File: src/include/sp_pkg.sv
// Purpose: constants for the serial port buffer status flag block
// Assumes: classic Wishbone, 32-bit data, word-aligned byte offsets
// Notes: widths fixed
package sp_pkg;
  // ==========================================
  // Register map
  localparam logic [3:0] REG_DATA = 4'h0;
  localparam logic [3:0] REG_STAT = 4'h4;
  localparam logic [3:0] REG_IRQ_STATUS = 4'h8;
  localparam logic [3:0] REG_IRQ_MASK = 4'hC;
  // ==========================================
  // Status fields
  localparam int RBF_BIT = 0;
  localparam int TBF_BIT = 1;
  localparam int ENH_BIT = 2;
  localparam int SHIFT_EMPTY_BIT = 3;
  localparam int ENABLE_BIT = 15;
  localparam logic [15:0] STAT_RESET = 16'h0000;
  localparam logic [15:0] STAT_WMASK = 16'h8004;
  // Interrupt fields
  localparam int IRQ_TX_SPACE = 0;
  localparam int IRQ_RX_DATA = 1;
  localparam int IRQ_RX_OVF = 2;
  localparam int IRQ_W = 3;
  // ==========================================
  // Sizes
  localparam int DATA_W = 16;
  localparam int DEPTH = 4;
  localparam int PTR_W = 2;
  localparam int CNT_W = 3;
  localparam logic [CNT_W-1:0] STD_DEPTH = 3'h1;
  localparam logic [CNT_W-1:0] ENH_DEPTH = 3'h4;
  localparam logic [4:0] SHIFT_BITS = 5'h10;
  localparam logic [4:0] SHIFT_LAST = SHIFT_BITS - 5'h1;
endpackage : sp_pkg

File: src/hw/serial_port_buffer_status_flags.sv
// Purpose: status flags for serial port transmit and receive buffering
// Assumes: classic Wishbone slave, one clock, synchronous reset
// Notes: ack one cycle after request, unmapped reads give zero
`timescale 1ns/1ns
`default_nettype none

// How it works
// RULE_01 - Bit 1 reads transmit holding buffer full
// RULE_02 - Standard: data window write sets flag
// RULE_03 - Standard: move to shift register clears
// RULE_04 - Enhanced: write filling last location sets
// RULE_05 - Enhanced: any free location clears flag
// RULE_06 - Bit 0 reads receive holding buffer full
// RULE_07 - Standard: shift register transfer sets flag
// RULE_08 - Standard: data window read clears flag
// RULE_09 - Enhanced: transfer filling last location sets
// RULE_10 - Enhanced: any available location clears flag
// RULE_11 - Software writes never change both flags
module serial_port_buffer_status_flags
  import sp_pkg::*;
(
  input wire logic clk_i,
  input wire logic rst_i,
  input wire logic ce_i,
  input wire logic wb_cyc_i,
  input wire logic wb_stb_i,
  input wire logic wb_we_i,
  input wire logic [3:0] wb_adr_i,
  input wire logic [3:0] wb_sel_i,
  input wire logic [31:0] wb_dat_i,
  output logic [31:0] wb_dat_o,
  output logic wb_ack_o,
  input wire logic sdi_i,
  output logic sdo_o,
  output logic busy_o,
  output logic irq_o
);
  // ==========================================
  // Pin input synchroniser
  logic sdi_meta_q;
  logic sdi_sync_q;

  always_ff @(posedge clk_i) begin
    if (rst_i) begin
      sdi_meta_q <= 1'b0;
      sdi_sync_q <= 1'b0;
    end else if (ce_i) begin
      sdi_meta_q <= sdi_i;
      sdi_sync_q <= sdi_meta_q;
    end
  end

  // ==========================================
  // Bus decode
  logic req;
  logic wr_data;
  logic rd_data;
  logic wr_stat;
  logic wr_irq_st;
  logic wr_irq_mask;

  function automatic logic hit(input logic [3:0] adr, input logic [3:0] off);
    hit = adr == off;
  endfunction : hit

  // One-cycle answer; the held request is taken only while ack is low
  assign req = wb_cyc_i && wb_stb_i && !wb_ack_o;
  assign wr_data = req && wb_we_i && hit(wb_adr_i, REG_DATA) && (&wb_sel_i[1:0]);
  assign rd_data = req && !wb_we_i && hit(wb_adr_i, REG_DATA);
  assign wr_stat = req && wb_we_i && hit(wb_adr_i, REG_STAT);
  assign wr_irq_st = req && wb_we_i && hit(wb_adr_i, REG_IRQ_STATUS);
  assign wr_irq_mask = req && wb_we_i && hit(wb_adr_i, REG_IRQ_MASK);

  // ==========================================
  // Control register
  logic [15:0] ctrl_q;
  logic enh;
  logic en;

  assign enh = ctrl_q[ENH_BIT];
  assign en = ctrl_q[ENABLE_BIT];

  // Flag positions are outside the write mask, so writes leave them alone
  always_ff @(posedge clk_i) begin
    if (rst_i) begin
      ctrl_q <= STAT_RESET;
    end else if (ce_i && wr_stat && wb_sel_i[0] && wb_sel_i[1]) begin
      ctrl_q <= wb_dat_i[15:0] & STAT_WMASK; // RULE_11
    end
  end

  // ==========================================
  // Transmit and receive buffers
  logic tx_full;
  logic tx_empty;
  logic [DATA_W-1:0] tx_data;
  logic rx_full;
  logic rx_empty;
  logic [DATA_W-1:0] rx_data;
  logic sh_busy;
  logic sh_done;
  logic [DATA_W-1:0] sh_data;
  logic sh_sdo;
  logic tx_move;

  // Holding buffer drains into the shifter when enabled and the shifter idles
  assign tx_move = en && !tx_empty && !sh_busy;

  sp_buffer u_tx (
    .clk_i(clk_i),
    .rst_i(rst_i),
    .ce_i(ce_i),
    .enh_i(enh),
    .push_i(wr_data), // RULE_02
    .data_i(wb_dat_i[DATA_W-1:0]),
    .pop_i(tx_move), // RULE_03
    .data_o(tx_data),
    .full_o(tx_full), // RULE_04
    .empty_o(tx_empty)
  );

  sp_buffer u_rx (
    .clk_i(clk_i),
    .rst_i(rst_i),
    .ce_i(ce_i),
    .enh_i(enh),
    .push_i(sh_done), // RULE_07
    .data_i(sh_data),
    .pop_i(rd_data), // RULE_08
    .data_o(rx_data),
    .full_o(rx_full), // RULE_09
    .empty_o(rx_empty)
  );

  sp_shifter u_sh (
    .clk_i(clk_i),
    .rst_i(rst_i),
    .ce_i(ce_i),
    .en_i(en),
    .load_i(tx_move),
    .data_i(tx_data),
    .sdi_i(sdi_sync_q),
    .sdo_o(sh_sdo),
    .busy_o(sh_busy),
    .done_o(sh_done),
    .data_o(sh_data)
  );

  // ==========================================
  // Registered flags and pins
  logic tbf_q;
  logic rbf_q;
  logic sdo_q;
  logic busy_q;

  // Flags follow occupancy: a freed location clears them one clock later in enhanced mode
  always_ff @(posedge clk_i) begin
    if (rst_i) begin
      tbf_q <= 1'b0;
      rbf_q <= 1'b0;
    end else if (ce_i) begin
      tbf_q <= tx_full; // RULE_01 RULE_05
      rbf_q <= rx_full; // RULE_06 RULE_10
    end
  end

  always_ff @(posedge clk_i) begin
    if (rst_i) begin
      sdo_q <= 1'b0;
      busy_q <= 1'b0;
    end else if (ce_i) begin
      sdo_q <= sh_sdo;
      busy_q <= sh_busy;
    end
  end

  assign sdo_o = sdo_q;
  assign busy_o = busy_q;

  // ==========================================
  // Interrupts
  logic [IRQ_W-1:0] irq_st_q;
  logic [IRQ_W-1:0] irq_mask_q;
  logic [IRQ_W-1:0] irq_ev;
  logic irq_q;

  assign irq_ev[IRQ_TX_SPACE] = tx_move;
  assign irq_ev[IRQ_RX_DATA] = sh_done;
  assign irq_ev[IRQ_RX_OVF] = sh_done && rx_full;

  // New event wins over a same-cycle clear
  always_ff @(posedge clk_i) begin
    if (rst_i) begin
      irq_st_q <= '0;
    end else if (ce_i) begin
      irq_st_q <= (irq_st_q & ~(wr_irq_st ? wb_dat_i[IRQ_W-1:0] : '0)) | irq_ev;
    end
  end

  always_ff @(posedge clk_i) begin
    if (rst_i) begin
      irq_mask_q <= '0;
    end else if (ce_i && wr_irq_mask) begin
      irq_mask_q <= wb_dat_i[IRQ_W-1:0];
    end
  end

  always_ff @(posedge clk_i) begin
    if (rst_i) begin
      irq_q <= 1'b0;
    end else if (ce_i) begin
      irq_q <= |(irq_st_q & irq_mask_q);
    end
  end

  assign irq_o = irq_q;

  // ==========================================
  // Read mux and ack
  logic [31:0] rdata_d;
  logic [15:0] stat_view;

  always_comb begin
    stat_view = ctrl_q;
    stat_view[TBF_BIT] = tbf_q;
    stat_view[RBF_BIT] = rbf_q;
    stat_view[SHIFT_EMPTY_BIT] = !sh_busy;
    case (wb_adr_i)
      REG_DATA: rdata_d = {16'h0000, rx_data};
      REG_STAT: rdata_d = {16'h0000, stat_view};
      REG_IRQ_STATUS: rdata_d = {29'h0000000, irq_st_q};
      REG_IRQ_MASK: rdata_d = {29'h0000000, irq_mask_q};
      default: rdata_d = 32'h00000000;
    endcase
  end

  always_ff @(posedge clk_i) begin
    if (rst_i) begin
      wb_ack_o <= 1'b0;
      wb_dat_o <= '0;
    end else if (ce_i) begin
      wb_ack_o <= req;
      wb_dat_o <= req && !wb_we_i ? rdata_d : 32'h00000000;
    end
  end
endmodule : serial_port_buffer_status_flags
`default_nettype wire

File: src/hw/sp_buffer.sv
// Purpose: holding buffer, one location in standard mode, four in enhanced
// Assumes: push and pop from the same clock
// Notes: full follows the active depth
`timescale 1ns/1ns
`default_nettype none
module sp_buffer
  import sp_pkg::*;
(
  input wire logic clk_i,
  input wire logic rst_i,
  input wire logic ce_i,
  input wire logic enh_i,
  input wire logic push_i,
  input wire logic [DATA_W-1:0] data_i,
  input wire logic pop_i,
  output logic [DATA_W-1:0] data_o,
  output logic full_o,
  output logic empty_o
);
  // ==========================================
  // Storage
  logic [DATA_W-1:0] mem_q [DEPTH];
  logic [PTR_W-1:0] wr_q;
  logic [PTR_W-1:0] rd_q;
  logic [CNT_W-1:0] cnt_q;
  logic do_push;
  logic do_pop;

  // Limit drops to one location in standard mode
  assign full_o = cnt_q >= (enh_i ? ENH_DEPTH : STD_DEPTH);
  assign empty_o = cnt_q == '0;
  assign do_push = push_i && !full_o;
  assign do_pop = pop_i && !empty_o;
  assign data_o = mem_q[rd_q];

  always_ff @(posedge clk_i) begin
    if (ce_i && do_push) begin
      mem_q[wr_q] <= data_i;
    end
  end

  always_ff @(posedge clk_i) begin
    if (rst_i) begin
      wr_q <= '0;
      rd_q <= '0;
      cnt_q <= '0;
    end else if (ce_i) begin
      if (do_push) begin
        wr_q <= wr_q + 2'h1;
      end
      if (do_pop) begin
        rd_q <= rd_q + 2'h1;
      end
      cnt_q <= cnt_q + CNT_W'(do_push) - CNT_W'(do_pop);
    end
  end
endmodule : sp_buffer
`default_nettype wire

File: src/hw/sp_shifter.sv
// Purpose: shift engine moving one word per frame
// Assumes: one bit per enabled clock, loopback-free full duplex
// Notes: link timing is a simple stand-in
`timescale 1ns/1ns
`default_nettype none
module sp_shifter
  import sp_pkg::*;
(
  input wire logic clk_i,
  input wire logic rst_i,
  input wire logic ce_i,
  input wire logic en_i,
  input wire logic load_i,
  input wire logic [DATA_W-1:0] data_i,
  input wire logic sdi_i,
  output logic sdo_o,
  output logic busy_o,
  output logic done_o,
  output logic [DATA_W-1:0] data_o
);
  // ==========================================
  // Shift register
  logic [DATA_W-1:0] sr_q;
  logic [4:0] cnt_q;

  assign sdo_o = sr_q[DATA_W-1];
  assign data_o = sr_q;

  always_ff @(posedge clk_i) begin
    if (rst_i) begin
      sr_q <= '0;
      cnt_q <= '0;
      busy_o <= 1'b0;
      done_o <= 1'b0;
    end else if (ce_i) begin
      done_o <= 1'b0;
      if (!en_i) begin
        busy_o <= 1'b0;
        cnt_q <= '0;
      end else if (load_i && !busy_o) begin
        sr_q <= data_i;
        cnt_q <= '0;
        busy_o <= 1'b1;
      end else if (busy_o) begin
        sr_q <= {sr_q[DATA_W-2:0], sdi_i};
        cnt_q <= cnt_q + 5'h1;
        if (cnt_q == SHIFT_LAST) begin
          busy_o <= 1'b0;
          done_o <= 1'b1;
        end
      end
    end
  end
endmodule : sp_shifter
`default_nettype wire

File: config.mk
export PLATFORM = sky130hd
export DESIGN_NAME = serial_port_buffer_status_flags
export DESIGN_NICKNAME = d
export VERILOG_FILES = /design/src/include/sp_pkg.sv /design/src/hw/serial_port_buffer_status_flags.sv /design/src/hw/sp_buffer.sv /design/src/hw/sp_shifter.sv
export SDC_FILE = /design/constraint.sdc
export NUM_CORES = 1
export LEC_CHECK = 0
export BUFFER_PORTS_ARGS = -buffer_cell sky130_fd_sc_hd__buf_2
export CORE_MARGIN = 4
export CORE_UTILIZATION = 60
export CTS_BUF_LIST = sky130_fd_sc_hd__clkbuf_8
export DETAILED_ROUTE_END_ITERATION = 7
export GPL_TIMING_DRIVEN = 0
export PLACE_DENSITY = 0.83
export SYNTH_ARGS = -nofsm -noshare
export SYNTH_HDL_FRONTEND = slang
export SYNTH_SLANG_ARGS = --single-unit
File: constraint.sdc
create_clock -name clk_i -period 8.2 [get_ports clk_i]
set_input_delay 0.41 -clock clk_i [delete_from_list [all_inputs] [get_ports clk_i]]
set_output_delay 0.41 -clock clk_i [all_outputs]
set_load 0.05 [all_outputs]
==> results.py, run 1 <==
metrics = {
    "die": {
        "die_w_um": 125,
        "row_count": 42,
        "start_util_pct": 61.7,
        "die-area_mm2": 0.0157,
        "core_area_mm2": 0.0133,
        "die_height_um": 125,
        "io_pins": 83,
    },
    "detailed_routing": {
        "ant_nets": 0,
        "first_pass_iters": 5,
        "vias": 4935,
        "drc": 0,
        "wl_per_cell_um": 18.2,
        "drt_iter0_drc": 468,
        "vias_per_cell": 5.67,
        "drt-total-wl_um": 15800,
    },
    "final_layout": {
        "layout-drive-gt1-share_pct": 23.0,
        "area.growth.synth_to_final_pct": 14.0,
        "fin_nets": 737,
        "stdcell_area_mm2": 0.00939,
        "antenna_cells": 0,
    },
    "setup_path": {
        "critPathMaxFanout": 16,
        "regToRegSetupSlack_ns": 5.30,
        "path_buf_inv": 1,
        "crit_chain": "inv_1 -> ha_1 -> or3b_2 -> a211oi_2 -> and3_1",
        "critPathTopFamily": "simple AND/OR/NAND/NOR gates",
        "worstPathRequired_ns": 8.31,
        "crit_path_start_kind": "register",
        "crit_slowest_cell": "and3_1",
        "max_stage_delay_ns": 0.81,
        "cp_data_arrival_time_ns": 3.02,
        "end_kind": "register",
        "criticalPathCategory": "reg2reg",
    },
    "yosys": {
        "ys_types": 50,
        "synthSimpleGateAreaFrac_pct": 9.05,
        "yosysWarnings": 0,
        "ys_ff_latch": 201,
        "synth_fa_ha_area_share_pct": 3.22,
        "synth_compound_area_share_pct": 6.11,
        "synth_top_family_by_area": "multiplexers",
        "syn-cell-area_mm2": 0.00824,
        "muxShareOfSynthArea_pct": 12.5,
        "synth_xor_xnor_area_share_pct": 0.744,
        "syn-mean-instance-area_um2": 14.3,
        "synthCells": 574,
        "ys_seq_area_share_pct": 64.4,
    },
    "clock_network": {
        "clk_latency_ns": 0.50,
        "postCtsHoldBufs": 0,
        "cts_setup_buffers": 0,
        "clock-sinks": 201,
        "root_buffer": "clkbuf_8",
        "path_clk_slew_ns": 0.06,
        "cts.htree.levels": 2,
        "cts_tree": "done",
        "cts_buffers": 34,
        "cts_resized": 0,
        "clockBufferDepth": 3,
    },
    "global_route": {
        "grt_antenna_before_repair": 0,
        "grt_remaining_overflow": 0,
        "grt_max_degree": 17,
        "grt_pass1_vias": 5074,
        "grt_pass1_wl_um": 25800,
        "grt_use_total_pct": 20.6,
    },
    "sta": {
        "setup_viol": 0,
        "final.setup_skew_ns": 0.0227,
        "worstMarginPinSlew_ns": 0.926,
        "hold_viol": 0,
        "setup_tns_ns": 0,
        "fin_ws_ns": 5.30,
        "relSlewSlack_pct": 38.1,
        "grt_setup_unrepaired": "no",
        "fin_crit_sh_pct": 35.4,
        "whs_ns": 0.127,
        "max_freq_mhz": 344,
        "slew_violations": 0,
        "layout_min_cycle_time_ns": 2.90,
    },
    "place": {
        "place_hpwl_um": 10800,
        "dpl_worst_slack_ns": 5.28,
        "dpl_cell_area_mm2": 0.00874,
        "io_buffers": 45,
        "finalWeightedCongestion": 0.914,
    },
    "power_and_ir_drop": {
        "p_leak_nw": 3.52,
        "p_total_mw": 1.96,
        "max-vdd-ir-drop_mv": 0.219,
        "power_density_mw_per_mm2": 209,
    },
    "run_status": {
        "status": "finished clean",
    },
    "worst_hold_path": {
        "hp-class": "in2reg",
    },
    "run": {
        "drv_cap": 0,
    },
}
[per-layer routing]
metal	vias up	part of all wire (%)	track usage, %
met4	0	1.2	5.42
li1	2317	-	-
met1	2432	42	27.6
met5	-	0	0
met3	21	6.6	4.14
met2	165	50	35.0
[kinds of logic after synthesis]
family                   after synthesis
flip-flops                           201
AO/OA/AOI/OAI                         75
AND/OR/NAND/NOR                      142
other                                  1
XOR/XNOR                               7
multiplexers                          63
adder cells (fa/ha/maj)               20
buffers and inverters                 65
[worst reg2reg max path, delay by kind of cell (launching register included)]
family / cells / cell delay, ns
AND/OR/NAND/NOR: 2 / 1.30
AO/OA/AOI/OAI: 1 / 0.44
flip-flops: 1 / 0.37
adder cells (fa/ha/maj): 1 / 0.29
buffers and inverters: 1 / 0.12
[final timing paths]
| kind | from | end | depth (start not counted) |
|---|---|---|---|
| min reg2reg | wb_ack_o | wb_ack_o | 2 |
| min | wb_dat_i[12] | u_tx.mem_q[2][12] | 1 |
| max | ctrl_q[2] | u_tx.mem_q[3][3] | 5 |
| max reg2reg | ctrl_q[2] | u_tx.mem_q[3][3] | 5 |
[cell type report]
cell class	instances	area, um2
timing repair buffer	45	225
fill	895	3960
tap	176	220
clock inverter	21	101
multi-input combinational	323	2670
sequential	201	5310
clock buffer	40	551
buffer	48	256
inverter	17	63.8
[synth_stat cells (all sizes together)]
library cell,instances,area share (%)
a211o,1,0.11
a221oi,3,0.32
or4b,1,0.12
nor4,2,0.15
a21oi,33,2.0
and2,6,0.46
or2,2,0.15
or3,1,0.076
or4,1,0.14
o211a,4,0.49
a31o,3,0.32
conb,1,0.046
o41ai,1,0.11
dfxtp,73,18
nand4b,1,0.11
nand2,15,0.68
a222oi,1,0.12
mux2i,31,3.8
a22oi,1,0.091
clkbuf,22,1.0
mux4,32,8.8
nor2,58,2.6
fa,2,0.49
and3,10,0.76
edfxtp,128,47
nor3b,1,0.091
nor2b,15,1.1
nor3,4,0.30
a211oi,21,2.0
o21ai,5,0.30
or3b,3,0.32
and3b,1,0.11
xor2,4,0.43
xnor2,3,0.32
nor4b,2,0.47
buf,26,2.1
inv,17,0.77
nand2b,7,0.53
nand4,5,0.38
ha,18,2.7
nand3,7,0.43
a311oi,2,0.21
[through the flow]
step	instances	util [%]
2_1_floorplan	589	-
3_3_place_gp	810	65.5
3_5_place_dp	810	65.5
4_1_cts	871	70.3
5_1_grt	871	70.3
6_report	871	70.3
[cell usage in the layout, fill, tap and decap left out, types with 6 or more instances in the layout]
cell type  Yosys  layout
and2_1         6       6
dfxtp_1       73      73
mux2i_1       31      31
nor2b_1       15      15
inv_1         17      25
nand3_1        7       7
nand2_1       15      15
mux4_2        32      32
conb_1         1      16
a21oi_1       33      33
a211oi_1      19      19
clkbuf_8       0      40
and3_1        10      10
clkbuf_1      22      22
buf_4         18      18
ha_1          18      18
nand2b_1       7       7
edfxtp_1     128     128
nor2_1        58      58
buf_2          7      52
[power breakdown]
group	switching [mW]	total [mW]	internal (mW)	leakage [nW]
logic	0.0442	0.0605	0.0163	1.24
registers	0.000900	1.07	1.07	1.91
clock network	0.382	0.831	0.449	0.368
total	0.427	1.96	1.54	3.52
[state kept, by name (all words and copies together) (netlist names), 2 cells and up, named ones only]
register,count
u_tx.mem_q,64
u_rx.cnt_q,3
u_tx.cnt_q,3
u_sh.cnt_q,5
u_rx.wr_q,2
ctrl_q,2
u_tx.wr_q,2
u_sh.data_o,16
irq_mask_q,3
u_rx.mem_q,64
irq_st_q,3
u_rx.rd_q,2
wb_dat_o,16
u_tx.rd_q,2
Power figures use the tool's default switching activity.
==> run 2, diff against run 1 <==
Settings changed: ABC_AREA set to 1.
Clock period 8.2 ns to 2.8 ns, I/O delays scaled along.
==> run 2 against run 1 <==
Net effect:
- largest cell class unchanged
- total power rose to 3.0 times the previous value
- die area up 5.4%
- combinational power rose to 4.5 times the previous value
- largest power group unchanged
==> results.py, run 2 <==
metrics = {
    "run_status": {
        "status": "finished clean",
    },
    "sta": {
        "setup_viol": 0,
        "layout_min_cycle_time_ns": 2.60,
        "fin_crit_sh_pct": 92.9,
        "hold_viol": 0,
        "fin_ws_ns": 0.198,
        "final.setup_skew_ns": 0.0256,
        "worstMarginPinSlew_ns": 0.953,
        "relSlewSlack_pct": 36.4,
        "max_freq_mhz": 384,
        "grt_setup_unrepaired": "no",
        "slew_violations": 0,
    },
    "yosys": {
        "yosysMostFrequentCell": "nand2_1",
        "synth_commonest_cells": "nand2_1, edfxtp_1, nor2_1",
        "ys_ff_latch": 201,
        "syn-mean-instance-area_um2": 9.81,
        "syn-cell-area_mm2": 0.00871,
        "synth_compound_area_share_pct": 7.11,
        "synth_top_family_by_area": "simple AND/OR/NAND/NOR gates",
        "ys_seq_area_share_pct": 60.9,
        "synth.largest_area_cell": "edfxtp_1",
        "muxShareOfSynthArea_pct": 0,
        "async_reset_ff_share_pct": 0,
        "netlist.area_leader.share_pct": 44.1,
        "yosysWarnings": 0,
        "synth_fa_ha_area_share_pct": 3.04,
        "synth_edf_count": 128,
        "synthCells": 888,
        "ys_types": 36,
        "synthSimpleGateAreaFrac_pct": 21.9,
        "synth.top_cells.by_area": "edfxtp_1, dfxtp_1, nand2_1, nor2_1, nand3_1",
        "synthFlopType": "edfxtp_1",
        "synth_xor_xnor_area_share_pct": 0.201,
    },
    "power_and_ir_drop": {
        "internal_power_mw": 4.63,
        "clkPwrFrac_pct": 42.8,
        "power_density_mw_per_mm2": 591,
        "switching_share_pct": 22.5,
        "comb_power_share_pct": 4.5,
        "p_total_mw": 5.98,
        "share_seq_of_total_power_pct": 52.7,
        "max-vdd-ir-drop_mv": 0.814,
        "p_leak_nw": 4.24,
        "p_switching_mw": 1.35,
    },
    "place": {
        "finalWeightedCongestion": 0.894,
        "place_hpwl_um": 12400,
        "io_buffers": 48,
        "dpl_cell_area_mm2": 0.00927,
        "dpl_worst_slack_ns": -0.0460,
    },
    "final_layout": {
        "stdcell_area_mm2": 0.0101,
        "mostFrequentLayoutCell": "nand2_1",
        "antenna_cells": 0,
        "final_cell_mix": "nand2_1, edfxtp_1, nor2_1, dfxtp_1, buf_2",
        "area.growth.synth_to_final_pct": 16.1,
        "fin_nets": 1075,
        "reg.largest.list": "u_rx.mem_q (64), u_tx.mem_q (64)",
        "nFillCells": 1007,
        "layout-drive-gt1-share_pct": 18.3,
    },
    "die": {
        "die_w_um": 129,
        "core_area_mm2": 0.0140,
        "io_pins": 83,
        "row_count": 43,
        "start_util_pct": 62.0,
        "die_height_um": 129,
        "die-area_mm2": 0.0165,
    },
    "global_route": {
        "grt_use_total_pct": 23.8,
        "grt_pass1_wl_um": 31200,
        "grt_antenna_before_repair": 0,
        "grt.met2_usage_pct": 40.5,
        "grt_max_degree": 17,
        "grt_busiest_layer": "met2",
        "grt_remaining_overflow": 0,
        "grt_use_met3_pct": 4.73,
        "grt_pass1_vias": 6477,
        "grt_util_met1_pct": 30.4,
    },
    "detailed_routing": {
        "wl_per_cell_um": 15.9,
        "drc": 0,
        "ant_nets": 0,
        "drt_iter0_drc": 598,
        "vias_per_cell": 5.36,
        "first_pass_iters": 5,
        "drt-total-wl_um": 19200,
        "vias": 6485,
    },
    "clock_network": {
        "cts.htree.levels": 2,
        "cts_buffers": 34,
        "path_clk_slew_ns": 0.07,
        "cts_tree": "done",
        "cts_setup_buffers": 0,
        "clockBufferDepth": 3,
        "clk_latency_ns": 0.51,
        "clock-sinks": 201,
        "root_buffer": "clkbuf_8",
    },
    "setup_path": {
        "end_kind": "register",
        "path_buf_inv": 2,
        "crit_path_start_kind": "register",
        "max_stage_delay_ns": 0.55,
        "worstPathRequired_ns": 2.99,
        "critPathTopFamily": "simple AND/OR/NAND/NOR gates",
        "crit_slowest_cell": "nor2_1",
        "criticalPathCategory": "reg2reg",
        "critPathMostFrequentCell": "nor2_1",
        "cp_data_arrival_time_ns": 2.80,
        "critPathMaxFanout": 10,
        "crit_chain": "inv_1 -> ha_1 -> nor2_1 -> nand2_1 -> a21oi_2 -> nand4_4 -> nor2_1 -> buf_4",
    },
    "worst_hold_path": {
        "hp-class": "in2reg",
    },
    "run": {
        "drv_cap": 0,
    },
}
[run 2: kinds of logic after synthesis]
| kind of cell | count (synthesis) |
|---|---|
| AO/OA/AOI/OAI | 121 |
| XOR/XNOR | 2 |
| adder cells (fa/ha/maj) | 20 |
| buffers and inverters | 127 |
| flip-flops | 201 |
| other | 1 |
| AND/OR/NAND/NOR | 416 |
[run 2: per-stage QoR]
| step | util [%] | setup TNS, ns | hold WS (ns) | instances |
|---|---|---|---|---|
| final | 72.0 | 0 | 0.0319 | 1211 |
| after detailed placement | 66.0 | -0.719 | 0.356 | 1134 |
| after global placement | 65.8 | -3.96 | 0.351 | 1131 |
| after floorplan | - | 0 | 0.239 | 903 |
| after CTS | 72.0 | 0 | 0.00263 | 1211 |
| after global routing | 72.0 | 0 | 0.0223 | 1211 |
[run 2: layer usage]
metal  vias to the layer above  part of all wire [%]
met5                         -                     0
met4                         0                   3.0
met3                        56                   8.4
met2                       274                    49
met1                      2975                    40
li1                       3180                     -
[run 2: tightest hold or removal path, delay by kind of cell]
| kind | cells | cell delay (ns) |
|---|---|---|
| buffers and inverters | 1 | 0.14 |
| and+or+nand+nor | 1 | 0.11 |
| AOI/OAI and AO/OA | 1 | 0.08 |
[run 2: power groups by stage]
stage	clock, mW	sequential [mW]	combinational, mW
finish	2.56	3.15	0.270
global route	2.72	3.15	0.295
CTS	2.57	3.15	0.265
detailed placement	0	3.21	0.245
global placement	0	3.21	0.239
floorplan	0	3.22	0.161
[run 2: path summary, 6_finish.rpt]
path | start | endpoint | slack (ns) | cells after the start
max reg2reg | ctrl_q[2] | u_tx.mem_q[2][9] | 0.20 | 8
min | ce_i | irq_st_q[1] | 0.03 | 3
max | ctrl_q[2] | u_tx.mem_q[2][9] | 0.20 | 8
min reg2reg | wb_dat_o[12] | wb_dat_o[12] | 0.46 | 2
[run 2: layout make-up]
type	count	area [um2]	area share (%)
inverters	72	273	2.70
well taps	180	225	2.23
multi-input cells	575	2880	28.5
repair buffers	69	450	4.45
clock inverters	22	146	1.45
clock buffers	37	509	5.03
flip-flops and latches	201	5310	52.4
plain buffers	55	323	3.19
[run 2: what timing repair did]
action	in CTS	in global routing
hold endpoints to repair	71	0
endpoints found under the setup margin	31	5
gates resized for setup	2	1
hold buffers	18	0
pin swaps	0	0
==> run 3, diff against run 2 <==
Settings changed: ABC_AREA 1 to not set, CORE_MARGIN 4 to not set.
==> run 3 against run 2 <==
Net effect:
- sequential power hardly changed
- clock power fell by 13%
- sequential share of layout area rose by 3.1 points
- register-to-register slack worse by 0.09 ns
- largest cell class unchanged
==> results.py, run 3 (same netlist as run 1, synthesis figures left out) <==
metrics = {
    "final_layout": {
        "fin_cells": 889,
        "finalCoreUtilization_pct": 71.8,
        "area.growth.synth_to_final_pct": 16.0,
        "reg.largest.list": "u_rx.mem_q (64), u_tx.mem_q (64)",
        "antenna_cells": 0,
        "mostFrequentLayoutCell": "edfxtp_1",
        "stdcell_area_mm2": 0.00955,
        "fin_nets": 755,
        "final_cell_mix": "edfxtp_1, dfxtp_1, nor2_1, buf_2",
        "layout-drive-gt1-share_pct": 22.4,
    },
    "place": {
        "finalWeightedCongestion": 0.898,
        "place_hpwl_um": 10500,
        "io_buffers": 45,
        "placed_cells": 810,
        "dpl_cell_area_mm2": 0.00874,
    },
    "sta": {
        "fin_crit_sh_pct": 96.1,
        "max_freq_mhz": 372,
        "final.setup_skew_ns": 0.00978,
        "setup_viol": 0,
        "layout_min_cycle_time_ns": 2.69,
        "worstMarginPinSlew_ns": 0.938,
        "hold_viol": 0,
        "grt_setup_unrepaired": "no",
        "slew_violations": 0,
        "relSlewSlack_pct": 37.3,
    },
    "power_and_ir_drop": {
        "power_density_mw_per_mm2": 583,
        "p_switching_mw": 1.21,
        "max-vdd-ir-drop_mv": 0.400,
        "p_total_mw": 5.57,
        "internal_power_mw": 4.36,
        "p_leak_nw": 3.59,
        "clkPwrFrac_pct": 40.0,
        "comb_power_share_pct": 3.6,
        "share_seq_of_total_power_pct": 56.4,
        "switching_share_pct": 21.7,
    },
    "setup_path": {
        "regToRegStartpoint": "ctrl_q[2]",
        "r2r_cells": 11,
        "rr_endpoint": "u_tx.cnt_q[2]",
        "worstPathRequired_ns": 3.23,
        "crit_path_start_kind": "register",
        "cp_data_arrival_time_ns": 3.12,
        "critPathMaxFanout": 4,
        "worstSetupStartpoint": "ctrl_q[2]",
        "criticalPathCategory": "reg2reg",
        "crit_path_end": "u_tx.cnt_q[2]",
        "regToRegSetupSlack_ns": 0.11,
        "end_kind": "register",
    },
    "global_route": {
        "grt.met2_usage_pct": 38.8,
        "grt_use_total_pct": 23.1,
        "grt_util_met1_pct": 29.4,
        "grt_pass1_vias": 4981,
        "grt_busiest_layer": "met2",
        "grt_remaining_overflow": 0,
        "grt_max_degree": 17,
        "grt_use_met3_pct": 5.27,
        "grt_antenna_before_repair": 0,
        "grt_pass1_wl_um": 25000,
    },
    "run_status": {
        "status": "finished clean",
    },
    "detailed_routing": {
        "first_pass_iters": 6,
        "drt-total-wl_um": 15900,
        "drc": 0,
        "vias_per_cell": 5.64,
        "ant_nets": 0,
        "wl_per_cell_um": 17.8,
        "drt_iter0_drc": 402,
        "vias": 5018,
    },
    "worst_hold_path": {
        "hp-class": "in2reg",
        "hold_path_startpoint": "wb_stb_i",
    },
    "run": {
        "drv_cap": 0,
    },
    "die": {
        "start_util_pct": 61.9,
        "core_area_mm2": 0.0133,
        "io_pins": 83,
        "die_height_um": 119,
        "die_w_um": 119,
        "row_count": 42,
        "die-area_mm2": 0.0142,
    },
    "clock_network": {
        "path_clk_slew_ns": 0.06,
        "clockBufferDepth": 3,
        "cts.htree.levels": 1,
        "cts_tree": "done",
        "cts_buffers": 31,
        "clock-sinks": 201,
        "clk_latency_ns": 0.55,
        "root_buffer": "clkbuf_8",
    },
}
run 3: layer usage:
metal | vias to the layer above | share of wire [%]
li1 | 2352 | -
met1 | 2454 | 41
met2 | 184 | 49
met3 | 28 | 8.1
met4 | 0 | 1.8
met5 | - | 0
run 3: worst min path at each step:
stage | end | depth (start not counted)
after floorplan | u_tx.mem_q[0][0] | 0
after global placement | u_tx.mem_q[0][13] | 1
after detailed placement | u_tx.mem_q[1][4] | 1
after CTS | wb_ack_o | 3
after global routing | wb_ack_o | 3
final | wb_ack_o | 3
run 3: timing repair:
action	4_1_cts	5_1_grt
hold buffers	20	0
buffers inserted	0	3
pin swaps	0	3
endpoints found under the hold margin	75	0
endpoints found under the setup margin	126	3
gates resized for setup	10	1
run 3: final cells by class:
class	instances	area (um2)
well taps	176	220
clock inverters	26	135
multi-input cells	323	2690
fillers	861	3740
inverters	17	63.8
clock buffers	32	440
plain buffers	46	249
flip-flops and latches	201	5310
repair buffers	68	448
run 3: per-stage QoR:
stage / hold slack (ns) / setup TNS (ns) / setup slack [ns]
floorplan: 0.239 / 0 / 0.198
global placement: 0.349 / -2.74 / -0.0521
detailed placement: 0.357 / -7.63 / -0.130
CTS: 0.000185 / 0 / 0.00831
global route: 0.0430 / 0 / 0.00793
finish: 0.0427 / 0 / 0.109
run 3: worst max-delay path, stage by stage (launching register included):
cell and delay, ns:
dfxtp_1 0.39, inv_1 0.15, ha_1 0.30, or3b_2 0.50, a211oi_4 0.23, and3_1 0.19
ha_1 0.16, fa_1 0.19, xnor2_1 0.13, nand2_1 0.09, xor2_1 0.18, nor2_1 0.05
run 3: power groups by stage:
stage	clock network, mW	logic [mW]	registers [mW]
after floorplan	0	0.114	3.20
after global placement	0	0.171	3.20
after detailed placement	0	0.175	3.20
after CTS	2.27	0.197	3.14
after global routing	2.41	0.212	3.14
final	2.23	0.201	3.14
